$ cat src/inc/pmes_defs.svh
// constants for the supervisory logic: offsets, fields, timing
// Functional notes
// [RULE1] hard clear low: rails off, registers default
// [RULE2] rails stay off at least one second
// [RULE3] clear released: active state, power-up sequence
// [RULE4] event sets flag, request pin pulled low
// [RULE5] interrupt register read clears flags, releases pin
// [RULE6] persisting failure re-asserts pin within 32 us
// [RULE7] button press/release and input changes raise events
// [RULE8] masks gate the pin only
// [RULE9] host masks continuous event, polls, then unmasks
// [RULE10] low battery: input valid above 4.3 V
// [RULE11] then valid until lockout plus 200 mV
// [RULE12] both inputs valid: draw from AC
// [RULE13] short battery: AC below 4.1 V selects USB
// [RULE14] dead battery: no switch back to USB
// [RULE15] good battery: detect 190 mV, lose 125 mV
// [RULE16] no input or blocked: battery feeds system
// [RULE17] bleed sink on when other input valid
// [RULE18] both sink fields 11b force sinks off
// [RULE19] software avoids sink field values 01b, 10b
// [RULE20] charger tests pin for short before charging
// [RULE21] phases: precharge, fast charge, constant voltage
// [RULE22] periodic 10 mA source checks battery presence
// [RULE23] comparator outputs synchronised before use
`ifndef PMES_DEFS_SVH
`define PMES_DEFS_SVH

// ----------------------------------------
// register map
// ----------------------------------------
`define PMES_REG_PATHCTL 8'h01
`define PMES_REG_INT 8'h02
`define PMES_PATHCTL_RST 8'h00
`define PMES_PC_AC_BLEED 7
`define PMES_PC_USB_BLEED 6
`define PMES_INT_FLAG_LO 0
`define PMES_INT_MASK_LO 4
`define PMES_EV_W 4
`define PMES_EV_PB 0
`define PMES_EV_AC 1
`define PMES_EV_USB 2
`define PMES_EV_FLT 3

// ----------------------------------------
// comparator vector positions
// ----------------------------------------
`define PMES_CMP_W 15
`define PMES_C_AC43 0
`define PMES_C_USB43 1
`define PMES_C_AC41 2
`define PMES_C_ACUV 3
`define PMES_C_USBUV 4
`define PMES_C_AC190 5
`define PMES_C_AC125 6
`define PMES_C_USB190 7
`define PMES_C_USB125 8
`define PMES_C_BAT15 9
`define PMES_C_BATUV 10
`define PMES_C_BATSC 11
`define PMES_C_BATLOWV 12
`define PMES_C_BATREG 13
`define PMES_C_FAULT 14

// ----------------------------------------
// timing
// ----------------------------------------
`define PMES_CLK_MHZ 125
`define PMES_HOLD_MS 1000
`define PMES_HOLD_CYC (`PMES_HOLD_MS * 1000 * `PMES_CLK_MHZ)
`define PMES_REARM_US 1
`define PMES_REARM_CYC (`PMES_REARM_US * `PMES_CLK_MHZ)
`define PMES_DET_PERIOD_US 1000
`define PMES_DET_PERIOD_CYC (`PMES_DET_PERIOD_US * `PMES_CLK_MHZ)
`define PMES_DET_ON_US 10
`define PMES_DET_ON_CYC (`PMES_DET_ON_US * `PMES_CLK_MHZ)

`endif

$ cat src/inc/pmes_pkg.sv
// types shared by the supervisory logic
package pmes_pkg;
	typedef enum logic [1:0] {ST_ACTIVE, ST_HOLD, ST_POWERUP} pmes_state_t;
	typedef enum logic [1:0] {PATH_BAT, PATH_AC, PATH_USB} pmes_path_t;
	typedef enum logic [2:0] {CH_IDLE, CH_SHORT, CH_PRE, CH_FAST, CH_CV} pmes_chg_t;
endpackage

$ cat src/rtl/pmes_supervisor.sv
// hard clear, event flags, power path selection and charger sequencing
`timescale 1ns/1ns
`default_nettype none
`include "pmes_defs.svh"

module pmes_supervisor import pmes_pkg::*; #(
	parameter int unsigned HOLD_CYC = `PMES_HOLD_CYC,
	parameter int unsigned DET_PERIOD_CYC = `PMES_DET_PERIOD_CYC
) (
	// clock and reset
	input wire logic clk,
	input wire logic srst,
	// pins
	input wire logic hardClearPinN,
	input wire logic buttonInN,
	input wire logic chargerOn,
	output logic eventReqPinOut,
	output logic eventReqPinOe,
	// raw comparators
	input wire logic [`PMES_CMP_W-1:0] cmpRaw,
	// register port
	input wire logic [7:0] regAddr,
	input wire logic regWr,
	input wire logic regRd,
	input wire logic [7:0] regWdata,
	output logic [7:0] regRdata,
	// power and charger controls
	output logic railsOn,
	output logic seqStart,
	output pmes_path_t pathSel,
	output logic acBleedOn,
	output logic usbBleedOn,
	output pmes_chg_t chgPhase,
	output logic shortTestSrc,
	output logic detSrc
);
	localparam int RearmBound = 200;

	// ----------------------------------------
	// synchronisers
	// ----------------------------------------
	logic [`PMES_CMP_W-1:0] cmpMeta_r;
	logic [`PMES_CMP_W-1:0] cmp_r;
	logic btnMeta_r, btn_r, btnPrev_r;

	// two flops per comparator bit, first flop read only by the second
	genvar gi;
	generate
		for (gi = 0; gi < `PMES_CMP_W; gi++) begin : g_sync
			always_ff @(posedge clk) begin
				cmpMeta_r[gi] <= srst ? 1'b0 : cmpRaw[gi]; // RULE23
				cmp_r[gi] <= srst ? 1'b0 : cmpMeta_r[gi]; // RULE23
			end
		end
	endgenerate

	// button is slow and debounced outside; same two-flop treatment
	always_ff @(posedge clk) begin
		btnMeta_r <= srst ? 1'b0 : ~buttonInN;
		btn_r <= srst ? 1'b0 : btnMeta_r;
		btnPrev_r <= srst ? 1'b0 : btn_r;
	end

	// ----------------------------------------
	// hard clear state machine
	// ----------------------------------------
	pmes_state_t state_r, state_nxt;
	logic [31:0] holdCnt_r;
	logic holdDone;
	logic regClr;
	logic railsOn_r, seqStart_r;

	assign holdDone = holdCnt_r >= HOLD_CYC;
	// registers held at default while the pin is low or in the hold window
	assign regClr = srst | ~hardClearPinN | (state_r == ST_HOLD); // RULE1

	always_comb begin
		state_nxt = state_r;
		unique case (state_r)
			ST_ACTIVE: if (!hardClearPinN) state_nxt = ST_HOLD; // RULE1
			ST_HOLD: if (hardClearPinN && holdDone) state_nxt = ST_POWERUP; // RULE2
			ST_POWERUP: state_nxt = hardClearPinN ? ST_ACTIVE : ST_HOLD; // RULE3
		endcase
	end

	// hold counter saturates so a long low never wraps
	always_ff @(posedge clk) begin
		if (srst || state_r != ST_HOLD)
			holdCnt_r <= 32'h0;
		else if (!holdDone)
			holdCnt_r <= holdCnt_r + 32'h1; // RULE2
	end

	always_ff @(posedge clk) begin
		if (srst) begin
			state_r <= ST_ACTIVE;
			railsOn_r <= 1'b1;
			seqStart_r <= 1'b0;
		end else begin
			state_r <= state_nxt;
			railsOn_r <= (state_nxt == ST_ACTIVE); // RULE1
			seqStart_r <= (state_nxt == ST_POWERUP); // RULE3
		end
	end
	assign railsOn = railsOn_r;
	assign seqStart = seqStart_r;

	// ----------------------------------------
	// input qualification
	// ----------------------------------------
	logic lowBat, shortBat, deadBat;
	logic acDet, acLoss, usbDet, usbLoss;
	logic acValid_r, usbValid_r, acStick_r;

	assign shortBat = ~cmp_r[`PMES_C_BAT15];
	assign lowBat = ~cmp_r[`PMES_C_BATUV];
	assign deadBat = lowBat & ~shortBat;
	// low battery uses absolute levels, good battery the offset to the cell
	assign acDet = lowBat ? cmp_r[`PMES_C_AC43] : cmp_r[`PMES_C_AC190]; // RULE10 RULE15
	assign acLoss = lowBat ? ~cmp_r[`PMES_C_ACUV] : ~cmp_r[`PMES_C_AC125]; // RULE11 RULE15
	assign usbDet = lowBat ? cmp_r[`PMES_C_USB43] : cmp_r[`PMES_C_USB190]; // RULE10 RULE15
	assign usbLoss = lowBat ? ~cmp_r[`PMES_C_USBUV] : ~cmp_r[`PMES_C_USB125]; // RULE11 RULE15

	// hysteresis: set on detect, cleared on loss
	always_ff @(posedge clk) begin
		if (srst) begin
			acValid_r <= 1'b0;
			usbValid_r <= 1'b0;
		end else begin
			acValid_r <= acValid_r ? ~acLoss : acDet; // RULE10 RULE11
			usbValid_r <= usbValid_r ? ~usbLoss : usbDet; // RULE10 RULE11
		end
	end

	// ----------------------------------------
	// path selection and bleed sinks
	// ----------------------------------------
	logic acDrop, forceOff;
	pmes_path_t path_nxt, pathSel_r;
	logic [7:0] pathCtl_r;
	logic acBleed_r, usbBleed_r;

	// with a low cell AC under 4.1 V hands over to USB unless AC stuck
	assign acDrop = lowBat & usbValid_r & ~cmp_r[`PMES_C_AC41] & ~acStick_r; // RULE13 RULE14
	assign forceOff = pathCtl_r[`PMES_PC_AC_BLEED] & pathCtl_r[`PMES_PC_USB_BLEED]; // RULE18

	always_comb begin
		path_nxt = PATH_BAT; // RULE16
		if (state_r == ST_ACTIVE) begin
			if (acValid_r && !acDrop)
				path_nxt = PATH_AC; // RULE12
			else if (usbValid_r)
				path_nxt = PATH_USB; // RULE13
		end
	end

	// a dead cell keeps AC once chosen; the latch drops with the case
	always_ff @(posedge clk) begin
		if (srst || !deadBat || !acValid_r)
			acStick_r <= 1'b0;
		else if (pathSel_r == PATH_AC)
			acStick_r <= 1'b1; // RULE14
	end

	always_ff @(posedge clk) begin
		if (srst) begin
			pathSel_r <= PATH_BAT;
			acBleed_r <= 1'b0;
			usbBleed_r <= 1'b0;
		end else begin
			pathSel_r <= path_nxt;
			acBleed_r <= usbValid_r & ~acDet & ~forceOff; // RULE17 RULE18
			usbBleed_r <= acValid_r & ~usbDet & ~forceOff; // RULE17 RULE18
		end
	end
	assign pathSel = pathSel_r;
	assign acBleedOn = acBleed_r;
	assign usbBleedOn = usbBleed_r;

	// ----------------------------------------
	// event flags and request pin
	// ----------------------------------------
	logic [`PMES_EV_W-1:0] flags_r, flags_nxt, mask_r, evSet;
	logic acPrev_r, usbPrev_r;
	logic intRead, ppWrite, intWrite, intReq;
	logic [7:0] rearm_r;
	logic reqOe_r, reqOut_r;
	logic [7:0] rdata_r;

	assign intRead = regRd & (regAddr == `PMES_REG_INT);
	assign ppWrite = regWr & (regAddr == `PMES_REG_PATHCTL);
	assign intWrite = regWr & (regAddr == `PMES_REG_INT);

	// edge events set at once; a standing fault skips the read cycle and the refire gap
	assign evSet[`PMES_EV_PB] = btn_r ^ btnPrev_r; // RULE7
	assign evSet[`PMES_EV_AC] = acValid_r ^ acPrev_r; // RULE7
	assign evSet[`PMES_EV_USB] = usbValid_r ^ usbPrev_r; // RULE7
	assign evSet[`PMES_EV_FLT] = cmp_r[`PMES_C_FAULT] & (rearm_r == 8'h0) & ~intRead; // RULE5 RULE6
	// edge events win over the read clear
	assign flags_nxt = (intRead ? '0 : flags_r) | evSet; // RULE4 RULE5
	assign intReq = |(flags_r & ~mask_r); // RULE8

	always_ff @(posedge clk) begin
		acPrev_r <= srst ? 1'b0 : acValid_r;
		usbPrev_r <= srst ? 1'b0 : usbValid_r;
	end

	// refire gap only after reading a standing fault; a fresh fault flags at once
	always_ff @(posedge clk) begin
		if (regClr)
			rearm_r <= 8'h0;
		else if (intRead && cmp_r[`PMES_C_FAULT])
			rearm_r <= 8'(`PMES_REARM_CYC); // RULE6
		else if (rearm_r != 8'h0)
			rearm_r <= rearm_r - 8'h1;
	end

	always_ff @(posedge clk) begin
		if (regClr) begin
			flags_r <= '0; // RULE1
			mask_r <= '0;
			pathCtl_r <= `PMES_PATHCTL_RST;
			reqOe_r <= 1'b0;
		end else begin
			flags_r <= flags_nxt;
			if (intWrite)
				mask_r <= regWdata[`PMES_INT_MASK_LO +: `PMES_EV_W];
			if (ppWrite)
				pathCtl_r <= regWdata;
			reqOe_r <= intReq; // RULE4 RULE5 RULE8
		end
	end

	// open-drain: level is always low, only the enable moves
	always_ff @(posedge clk) begin
		reqOut_r <= 1'b0;
	end
	assign eventReqPinOut = reqOut_r;
	assign eventReqPinOe = reqOe_r;

	// read data one cycle after the strobe; unmapped reads zero
	always_ff @(posedge clk) begin
		if (srst)
			rdata_r <= 8'h0;
		else if (regRd)
			rdata_r <= (regAddr == `PMES_REG_PATHCTL) ? pathCtl_r :
				(regAddr == `PMES_REG_INT) ? {mask_r, flags_r} : 8'h0;
	end
	assign regRdata = rdata_r;

	// ----------------------------------------
	// charger sequencing
	// ----------------------------------------
	pmes_chg_t chg_r, chg_nxt;
	logic chgEn;
	logic [31:0] detCnt_r;
	logic detSrc_r, shortSrc_r;

	assign chgEn = chargerOn & (state_r == ST_ACTIVE) & (pathSel_r != PATH_BAT);

	always_comb begin
		chg_nxt = chg_r;
		unique case (chg_r)
			CH_IDLE: if (chgEn) chg_nxt = CH_SHORT; // RULE20
			CH_SHORT: if (cmp_r[`PMES_C_BATSC]) chg_nxt = CH_PRE; // RULE20
			CH_PRE: if (cmp_r[`PMES_C_BATLOWV]) chg_nxt = CH_FAST; // RULE21
			CH_FAST: if (cmp_r[`PMES_C_BATREG]) chg_nxt = CH_CV; // RULE21
			CH_CV: chg_nxt = CH_CV;
			default: chg_nxt = CH_IDLE;
		endcase
		if (!chgEn)
			chg_nxt = CH_IDLE;
	end

	// presence check: short source pulse once per period while enabled
	always_ff @(posedge clk) begin
		if (srst || !chgEn)
			detCnt_r <= 32'h0;
		else if (detCnt_r >= DET_PERIOD_CYC - 1)
			detCnt_r <= 32'h0;
		else
			detCnt_r <= detCnt_r + 32'h1; // RULE22
	end

	always_ff @(posedge clk) begin
		if (srst) begin
			chg_r <= CH_IDLE;
			shortSrc_r <= 1'b0;
			detSrc_r <= 1'b0;
		end else begin
			chg_r <= chg_nxt;
			shortSrc_r <= (chg_nxt == CH_SHORT); // RULE20
			detSrc_r <= chgEn & (detCnt_r < `PMES_DET_ON_CYC); // RULE22
		end
	end
	assign chgPhase = chg_r;
	assign shortTestSrc = shortSrc_r;
	assign detSrc = detSrc_r;

	// ----------------------------------------
	// assertions
	// ----------------------------------------
	logic [31:0] offCnt_r;
	always_ff @(posedge clk) begin
		if (srst || railsOn_r)
			offCnt_r <= 32'h0;
		else if (offCnt_r != 32'hffffffff)
			offCnt_r <= offCnt_r + 32'h1;
	end

	property p_clear_off;
		@(posedge clk) disable iff (srst) !hardClearPinN |=> !railsOn_r;
	endproperty
	a_clear_off: assert property (p_clear_off) else $error("rails on under hard clear"); // RULE1
	property p_min_off;
		@(posedge clk) disable iff (srst) $rose(railsOn_r) && $past(offCnt_r) != 32'h0
			|-> $past(offCnt_r) >= HOLD_CYC;
	endproperty
	a_min_off: assert property (p_min_off) else $error("rails back too early"); // RULE2
	property p_seq;
		@(posedge clk) disable iff (srst) $rose(railsOn_r) |-> $past(seqStart_r);
	endproperty
	a_seq: assert property (p_seq) else $error("no power-up sequence start"); // RULE3
	property p_req_low;
		@(posedge clk) disable iff (regClr) intReq |=> reqOe_r;
	endproperty
	a_req_low: assert property (p_req_low) else $error("request pin not pulled"); // RULE4
	property p_read_clr;
		@(posedge clk) disable iff (regClr) intRead && evSet == '0 |=> flags_r == '0 ##1 !reqOe_r;
	endproperty
	a_read_clr: assert property (p_read_clr) else $error("read did not clear"); // RULE5
	property p_persist;
		@(posedge clk) disable iff (regClr)
			intRead && !mask_r[`PMES_EV_FLT] && cmp_r[`PMES_C_FAULT] [*1] ##1
			(cmp_r[`PMES_C_FAULT] && !intRead && !mask_r[`PMES_EV_FLT]) [*8]
			|-> ##[1:RearmBound] reqOe_r;
	endproperty
	a_persist: assert property (p_persist) else $error("fault not re-asserted"); // RULE6
	property p_button;
		@(posedge clk) disable iff (regClr) $changed(btn_r) |=> flags_r[`PMES_EV_PB];
	endproperty
	a_button: assert property (p_button) else $error("button event lost"); // RULE7
	property p_mask;
		@(posedge clk) disable iff (regClr) (flags_r & ~mask_r) == '0 |=> !reqOe_r;
	endproperty
	a_mask: assert property (p_mask) else $error("masked event drove pin"); // RULE8
	property p_ac_prio;
		@(posedge clk) disable iff (srst)
			state_r == ST_ACTIVE && acValid_r && usbValid_r && cmp_r[`PMES_C_AC41]
			|=> pathSel_r == PATH_AC;
	endproperty
	a_ac_prio: assert property (p_ac_prio) else $error("AC not preferred"); // RULE12
	property p_bat;
		@(posedge clk) disable iff (srst) !acValid_r && !usbValid_r |=> pathSel_r == PATH_BAT;
	endproperty
	a_bat: assert property (p_bat) else $error("battery not selected"); // RULE16
	property p_force;
		@(posedge clk) disable iff (regClr) forceOff |=> !acBleed_r && !usbBleed_r;
	endproperty
	a_force: assert property (p_force) else $error("sink on while forced off"); // RULE18
	property p_short_first;
		@(posedge clk) disable iff (srst) chg_r == CH_IDLE ##1 chg_r != CH_IDLE
			|-> chg_r == CH_SHORT;
	endproperty
	a_short_first: assert property (p_short_first) else $error("charge without short test"); // RULE20
endmodule
`default_nettype wire
$ cat config.mk
export PLATFORM = sky130hd
export DESIGN_NAME = pmes_supervisor
export DESIGN_NICKNAME = d
export VERILOG_FILES = /design/src/inc/pmes_pkg.sv /design/src/rtl/pmes_supervisor.sv
export VERILOG_INCLUDE_DIRS = /design/src /design/src/inc
export SDC_FILE = /design/constraint.sdc
export NUM_CORES = 1
export LEC_CHECK = 0
export ABC_CLOCK_PERIOD_IN_PS = 3790
export BUFFER_PORTS_ARGS = -buffer_cell sky130_fd_sc_hd__buf_2
export CAP_MARGIN = 10
export CORE_MARGIN = 2
export CORE_UTILIZATION = 35
export CTS_BUF_LIST = sky130_fd_sc_hd__clkbuf_4 sky130_fd_sc_hd__clkbuf_8
export DETAILED_ROUTE_END_ITERATION = 10
export HOLD_SLACK_MARGIN = 0.06
export SLEW_MARGIN = 20
export SYNTH_ARGS = -nofsm -noshare
export SYNTH_HDL_FRONTEND = slang
export SYNTH_SLANG_ARGS = --single-unit
$ cat constraint.sdc
create_clock -name clk -period 3.79 [get_ports clk]
set_input_delay 0.5685 -clock clk [delete_from_list [all_inputs] [get_ports clk]]
set_output_delay 0.5685 -clock clk [all_outputs]
set_load 0.005 [all_outputs]
==> metrics, run 1 <==
final core occ 42.0%; final hold violation count 0; worst path required time 4.14 ns; initial core utilization 36.1%; ys async rst share 0%; Post-synth EDFFs 0; max-cap viol count 0; first-pass GRT wire length 20.2 mm; Die Area 0.0175 sq mm; RR Endpoint holdCnt_r[5]$_SDFFE_PP0P_; Filler Cells Inserted 1615; H-Tree Depth 4; routed length per instance 13.4 um; pin count of the biggest net entering global routing 54; CP Max Fanout 23; Core ar. 0.0160 sq mm; DRT iter0 DRCs 238; CTS buffer count 17; post-CTS setup buffers 0; IO Count 59; syn_area_per_cell 9.59 sq um; Psw 846 uW; cell row count 46; Sw Ratio 24.8%; HP Class in -> reg; RSZ-0062 raised after global routing false; RR Startpoint holdCnt_r[30]$_SDFFE_PP0P_; hold_ws 0.268 ns; # diodes 0; CTS tree done; critical path startpoint category flip-flop; internal power 2560 uW; CP endpoint kind flip-flop; Clock Tree Buf Depth 2; via count 4495; Detailed Route WL 12.0 mm; most frequent cells in the layout dfxtp_1, nor2_1, buf_2, nor2b_1, a21oi_1; most common cell after layout, fill and taps aside dfxtp_1; vias per inst 5.01; PortBufs 57; Sequential Power Share 48.4%; Remaining Overflow, GRT 0; Area growth, synth to finish 16.5%; vias in the first global route 4359; post-synth top area cell dfxtp_1; Tcrit/Tclk final 63.7%; Post-CTS Resized 0; slew margin rel. 34.8%; placed instance count 866; final setup margin 1.37 ns; Layout Skew 0.00993 ns; final net count 714; Synth Flop Type dfxtp_1; All-Layer GR Usage 14.1%; static leakage 0.00267 uW; clk_lat worst skew 0.44 ns; register area share after synthesis 51.3%; post-route minimum period 2.42 ns; flops & latches, synth 148; Final Slew Violations 0; Sink Count 148; CP arrival 2.77 ns; Yosys top cell area share 51.3%; # setup viols final 0; Setup TNS 0 ns; CP Launch Point holdCnt_r[30]$_SDFFE_PP0P_; remaining antenna violation count 0; clk root buf clkbuf_8; status finished clean; layout cells sized above 1 15.7%; Cell variety after synth 65; cell area after synthesis 0.00577 sq mm; transition time of the tightest slew-check pin 0.975 ns; Synth Warn # 0; final routed DRC violation total 0; chip width 132 um; 1st-pass router iterations 5; initial antenna violation count 0; critical path class reg -> reg; post-DP HPWL 8.52 mm; Die H 132 um; hold buffers post-CTS 0; placer congestion estimate 0.844; Area contributors post-synth dfxtp_1, nor2_1, nor2b_1; Clk network pwr share 39.4%; Finished Layout Cells 898; PwrDens 507 mW/mm^2; fmax 414 MHz; Comb pwr share 12.2%; pre-CTS setup slack 1.09 ns; VDD IR max 0.239 mV; CP endpoint holdCnt_r[5]$_SDFFE_PP0P_; R2R depth 5; Syn Inst Count 602; clock-pin slew on the worst setup and hold paths 0.08 ns; worst reg2reg setup slack 1.37 ns
how the worst min path moves through the flow:
stage,from,to,slack (ns),depth (start not counted)
after floorplan,detCnt_r[0]$_SDFF_PP0_,detCnt_r[0]$_SDFF_PP0_,0.41,1
after global placement,cmpMeta_r[11]$_SDFF_PP0_,cmp_r[11]$_SDFF_PP0_,0.42,1
after detailed placement,cmpMeta_r[11]$_SDFF_PP0_,cmp_r[11]$_SDFF_PP0_,0.42,1
after CTS,buttonInN,btnMeta_r$_SDFF_PP0_,0.24,2
after global routing,buttonInN,btnMeta_r$_SDFF_PP0_,0.24,2
final,buttonInN,btnMeta_r$_SDFF_PP0_,0.27,2
synthesized netlist by cell type (7+ instances only):
master      n
dfxtp_1   148
nand3_1    23
mux2i_1    18
a21oi_1    33
and3_1     20
nor2_1     65
nand4_1     8
clkbuf_1   15
or3_1      10
nand2_1    29
ha_1        7
or4_1      14
o21ai_0    16
nor2b_1    36
nor3_1     16
a222oi_1    8
xor2_1      8
xnor2_1    13
o31ai_1    10
inv_1      20
state kept, by name (all words and copies together) (netlist names), 2 cells and up:
signal,cells
chgPhase,3
detCnt_r,32
pathCtl_r,8
state_r,2
mask_r,4
cmp_r,15
holdCnt_r,32
rearm_r,8
cmpMeta_r,15
regRdata,8
pathSel,2
flags_r,4
cell type report:
class | count | area, sq um | share of cell area [%]
clock inverter | 11 | 178 | 2.64
clock buffer | 21 | 270 | 4.02
tap | 216 | 270 | 4.02
inverter | 20 | 75.1 | 1.12
sequential | 148 | 2960 | 44.0
multi-input combinational | 423 | 2670 | 39.7
timing repair buffer | 59 | 300 | 4.46
worst max-delay path, cell delays in order, from the launching register on:
cell     delay, ns
dfxtp_1       0.32
or4_4         0.57
nor2_8        0.14
nand2_1       0.45
or4_1         0.67
a21oi_1       0.17
power by group through the flow:
stage	clock [uW]	sequential (uW)	combinational, uW
3_3_place_gp	0	1690	406
4_1_cts	1380	1650	421
5_1_grt	1460	1660	475
3_5_place_dp	0	1690	418
2_1_floorplan	0	1680	332
6_report	1340	1650	415
per-stage QoR:
stage                     power [uW]  area, sq um
after global placement          2090         6280
final                           3410         6730
after CTS                       3460         6730
after detailed placement        2110         6280
after global routing            3590         6730
after floorplan                 2010         5830
per-layer routing:
layer  routed length, um  track usage [%]
met1                5580             17.1
met2                5610             23.2
met3                 589             4.06
met4                 225             6.33
met5                   0                0
kinds of logic (layout without fill, tap and decap cells):
family                     Yosys count  in the layout  synth area share (%)
xor gates and xnor gates            21             21                  3.19
and+or+nand+nor                    257            257                  24.7
other                                1             16                0.0650
AOI/OAI and AO/OA                  102            102                  12.3
muxes                               20             20                  3.51
adders and majority gates            7              7                  1.52
DFF                                148            148                  51.3
buffers and inverters               46            111                  3.40
No activity file was read; power rests on OpenSTA's default activity.
==> run 2, diff against run 1 <==
--- a/config.mk
+++ b/config.mk
@@ -6,7 +6,7 @@
 export SDC_FILE = /design/constraint.sdc
 export NUM_CORES = 1
 export LEC_CHECK = 0
-export ABC_CLOCK_PERIOD_IN_PS = 3790
+export ABC_CLOCK_PERIOD_IN_PS = 2100
 export BUFFER_PORTS_ARGS = -buffer_cell sky130_fd_sc_hd__buf_2
 export CAP_MARGIN = 10
 export CORE_MARGIN = 2
==> constraint.sdc (replaced) <==
create_clock -name clk -period 2.1 [get_ports clk]
set_input_delay 0.315 -clock clk [delete_from_list [all_inputs] [get_ports clk]]
set_output_delay 0.315 -clock clk [all_outputs]
set_load 0.005 [all_outputs]
==> metrics, run 2 (synthesis gave the netlist of run 1 again) <==
critical path class reg -> reg; status finished clean; Layout Skew 0.0118 ns (+0.00191 ns); CP Max Fanout 3 (-87%); worst reg2reg setup slack 0.07 ns (-1.30 ns); CTS tree done; PortBufs 57 (unchanged); # setup viols final 0 (unchanged); worst hold stages 2 (unchanged); first-pass GRT wire length 20.8 mm (+2.7%); 1st-pass router iterations 4 (-1); Remaining Overflow, GRT 0 (unchanged); Sequential Power Share 48.3% (about the same); fmax 493 MHz (+19%); R2R depth 6 (+1); static leakage 0.00277 uW (+3.9%); HP Class in -> reg; CP endpoint kind flip-flop; final core occ 43.4% (+1.4 points); post-DP HPWL 8.94 mm (+4.9%); Clock Tree Buf Depth 2 (unchanged); RR Endpoint rearm_r[1]$_SDFFE_PP0P_; max-cap viol count 0 (unchanged); clock-pin slew on the worst setup and hold paths 0.09 ns (about the same); most common cell after layout, fill and taps aside dfxtp_1; final hold violation count 0 (unchanged); Clk network pwr share 36.1% (-3.3 points); final routed DRC violation total 0 (unchanged); Sw Ratio 27.2% (+2.4 points); Post-Route M1 WL 5.90 mm (+5.8%); Die Area 0.0175 sq mm (unchanged); Setup TNS 0 ns (unchanged); Detailed Route WL 12.4 mm (+3.1%); Tcrit/Tclk final 96.6% (+33 points); internal power 4490 uW (+75%); CTS buffer count 17 (unchanged); Core ar. 0.0160 sq mm (unchanged); RSZ-0062 raised after global routing false; DR WL met3 467 um (-21%); critical path startpoint category flip-flop; hold_ws 0.0813 ns (-0.187 ns); via count 4637 (+3.2%); Area growth, synth to finish 20.3%; Met2 Wirelength 5.73 mm (+2.2%); Die H 132 um (unchanged); DRT iter0 DRCs 269 (+13%); post-route minimum period 2.03 ns (-0.386 ns); IO Count 59 (unchanged); clk_lat worst skew 0.44 ns (about the same); chip width 132 um (unchanged); H-Tree Depth 4 (unchanged); layout cells sized above 1 18.8% (+3.2 points); post-CTS setup buffers 0 (unchanged); most frequent cells in the layout dfxtp_1, nor2_1, buf_2, nor2b_1, a21oi_1; worst path required time 2.44 ns (-1.70 ns); vias in the first global route 4582 (+5.1%); placer congestion estimate 0.867 (+2.7%); RR Startpoint rearm_r[0]$_SDFFE_PP0P_; VDD IR max 0.555 mV (+130%); Psw 1680 uW (+98%); final net count 743 (+4.1%); initial antenna violation count 0 (unchanged); All-Layer GR Usage 14.3% (+0.24 points); # diodes 0 (unchanged); clk root buf clkbuf_8; hold path start cmpRaw[3]; remaining antenna violation count 0 (unchanged); Reg area 0.00296 sq mm (unchanged); top layer in use met4; area of the multi-input gates 0.00269 sq mm (+0.84%); cell row count 46 (unchanged); PwrDens 889 mW/mm^2 (+75%); largest registers detCnt_r x32, holdCnt_r x32; Final Slew Violations 0 (unchanged); CP arrival 2.37 ns (-0.40 ns); vias per inst 5.00 (about the same); Min-Delay Endpoint cmpMeta_r[3]$_SDFF_PP0_; pin count of the biggest net entering global routing 47 (-13%); Sink Count 148 (unchanged); Filler Cells Inserted 1573 (-2.6%); final setup margin 0.0705 ns (-1.30 ns); routed length per instance 13.3 um (-0.12%); PnR Total Power 6170 uW (+81%); initial core utilization 36.1% (unchanged); Comb pwr share 15.6% (+3.4 points); pre-CTS setup slack 0.0190 ns (-1.07 ns)
==> run 2: changes by cell type in the layout (fill, tap and decap cells not counted), moves of 3 or more <==
cell,change
buf_4,+24
clkbuf_4,-3
clkinv_4,-5
clkinvlp_4,+3
dlygate4sd3_1,+4
inv_6,+5
==> run 2: power by group through the flow <==
stage,combinational [uW],sequential (uW),clock (uW)
floorplan,598,3030,0
global placement,810,3040,0
detailed placement,840,3050,0
CTS,874,2980,2290
global route,1080,3000,2390
finish,964,2980,2220
==> run 2: metrics by stage <==
step	std cells	instance area, sq um
after floorplan	617	5830
after global placement	891	6480
after detailed placement	891	6480
after CTS	927	6930
after global routing	927	6940
final	927	6940
==> run 2: worst max-delay path by stage <==
stage | startpoint | endpoint | slack, ns | cells after the start
finish | rearm_r[0]$_SDFFE_PP0P_ | rearm_r[1]$_SDFFE_PP0P_ | 0.07 | 6
global route | rearm_r[0]$_SDFFE_PP0P_ | rearm_r[6]$_SDFFE_PP0P_ | 0.004 | 6
CTS | rearm_r[0]$_SDFFE_PP0P_ | rearm_r[1]$_SDFFE_PP0P_ | 0.002 | 6
detailed placement | rearm_r[0]$_SDFFE_PP0P_ | rearm_r[1]$_SDFFE_PP0P_ | 0.02 | 6
global placement | rearm_r[0]$_SDFFE_PP0P_ | rearm_r[1]$_SDFFE_PP0P_ | 0.09 | 6
floorplan | rearm_r[0]$_SDFFE_PP0P_ | rearm_r[1]$_SDFFE_PP0P_ | 0.10 | 6
==> run 2: worst max-delay path, stage by stage, from the launching register on <==
cell and delay, ns:
dfxtp_1 0.32, inv_1 0.09, ha_1 0.18, or3b_4 0.39, or3_4 0.34, or2_4 0.28
a2111oi_4 0.34
==> run 2: final cells by class <==
| type | instances | share of cell area (%) |
|---|---|---|
| flip-flops and latches | 148 | 42.7 |
| repair buffers | 88 | 7.79 |
| clock buffers | 17 | 3.37 |
| multi-input cells | 423 | 38.8 |
| well taps | 216 | 3.89 |
| inverters | 20 | 1.08 |
| clock inverters | 15 | 2.41 |
==> run 2: per-layer routing <==
layer	vias up	track usage [%]
met1	2182	18.2
li1	2333	-
met4	0	7.17
met3	19	3.26
met2	103	23.0
met5	-	0
==> run 2: repair_timing <==
action                                  CTS  global route
endpoints found under the setup margin    1             4
resized for setup                         1             3
hold buffers                              4             0
pin swaps                                 0             1
endpoints found under the hold margin     4             0
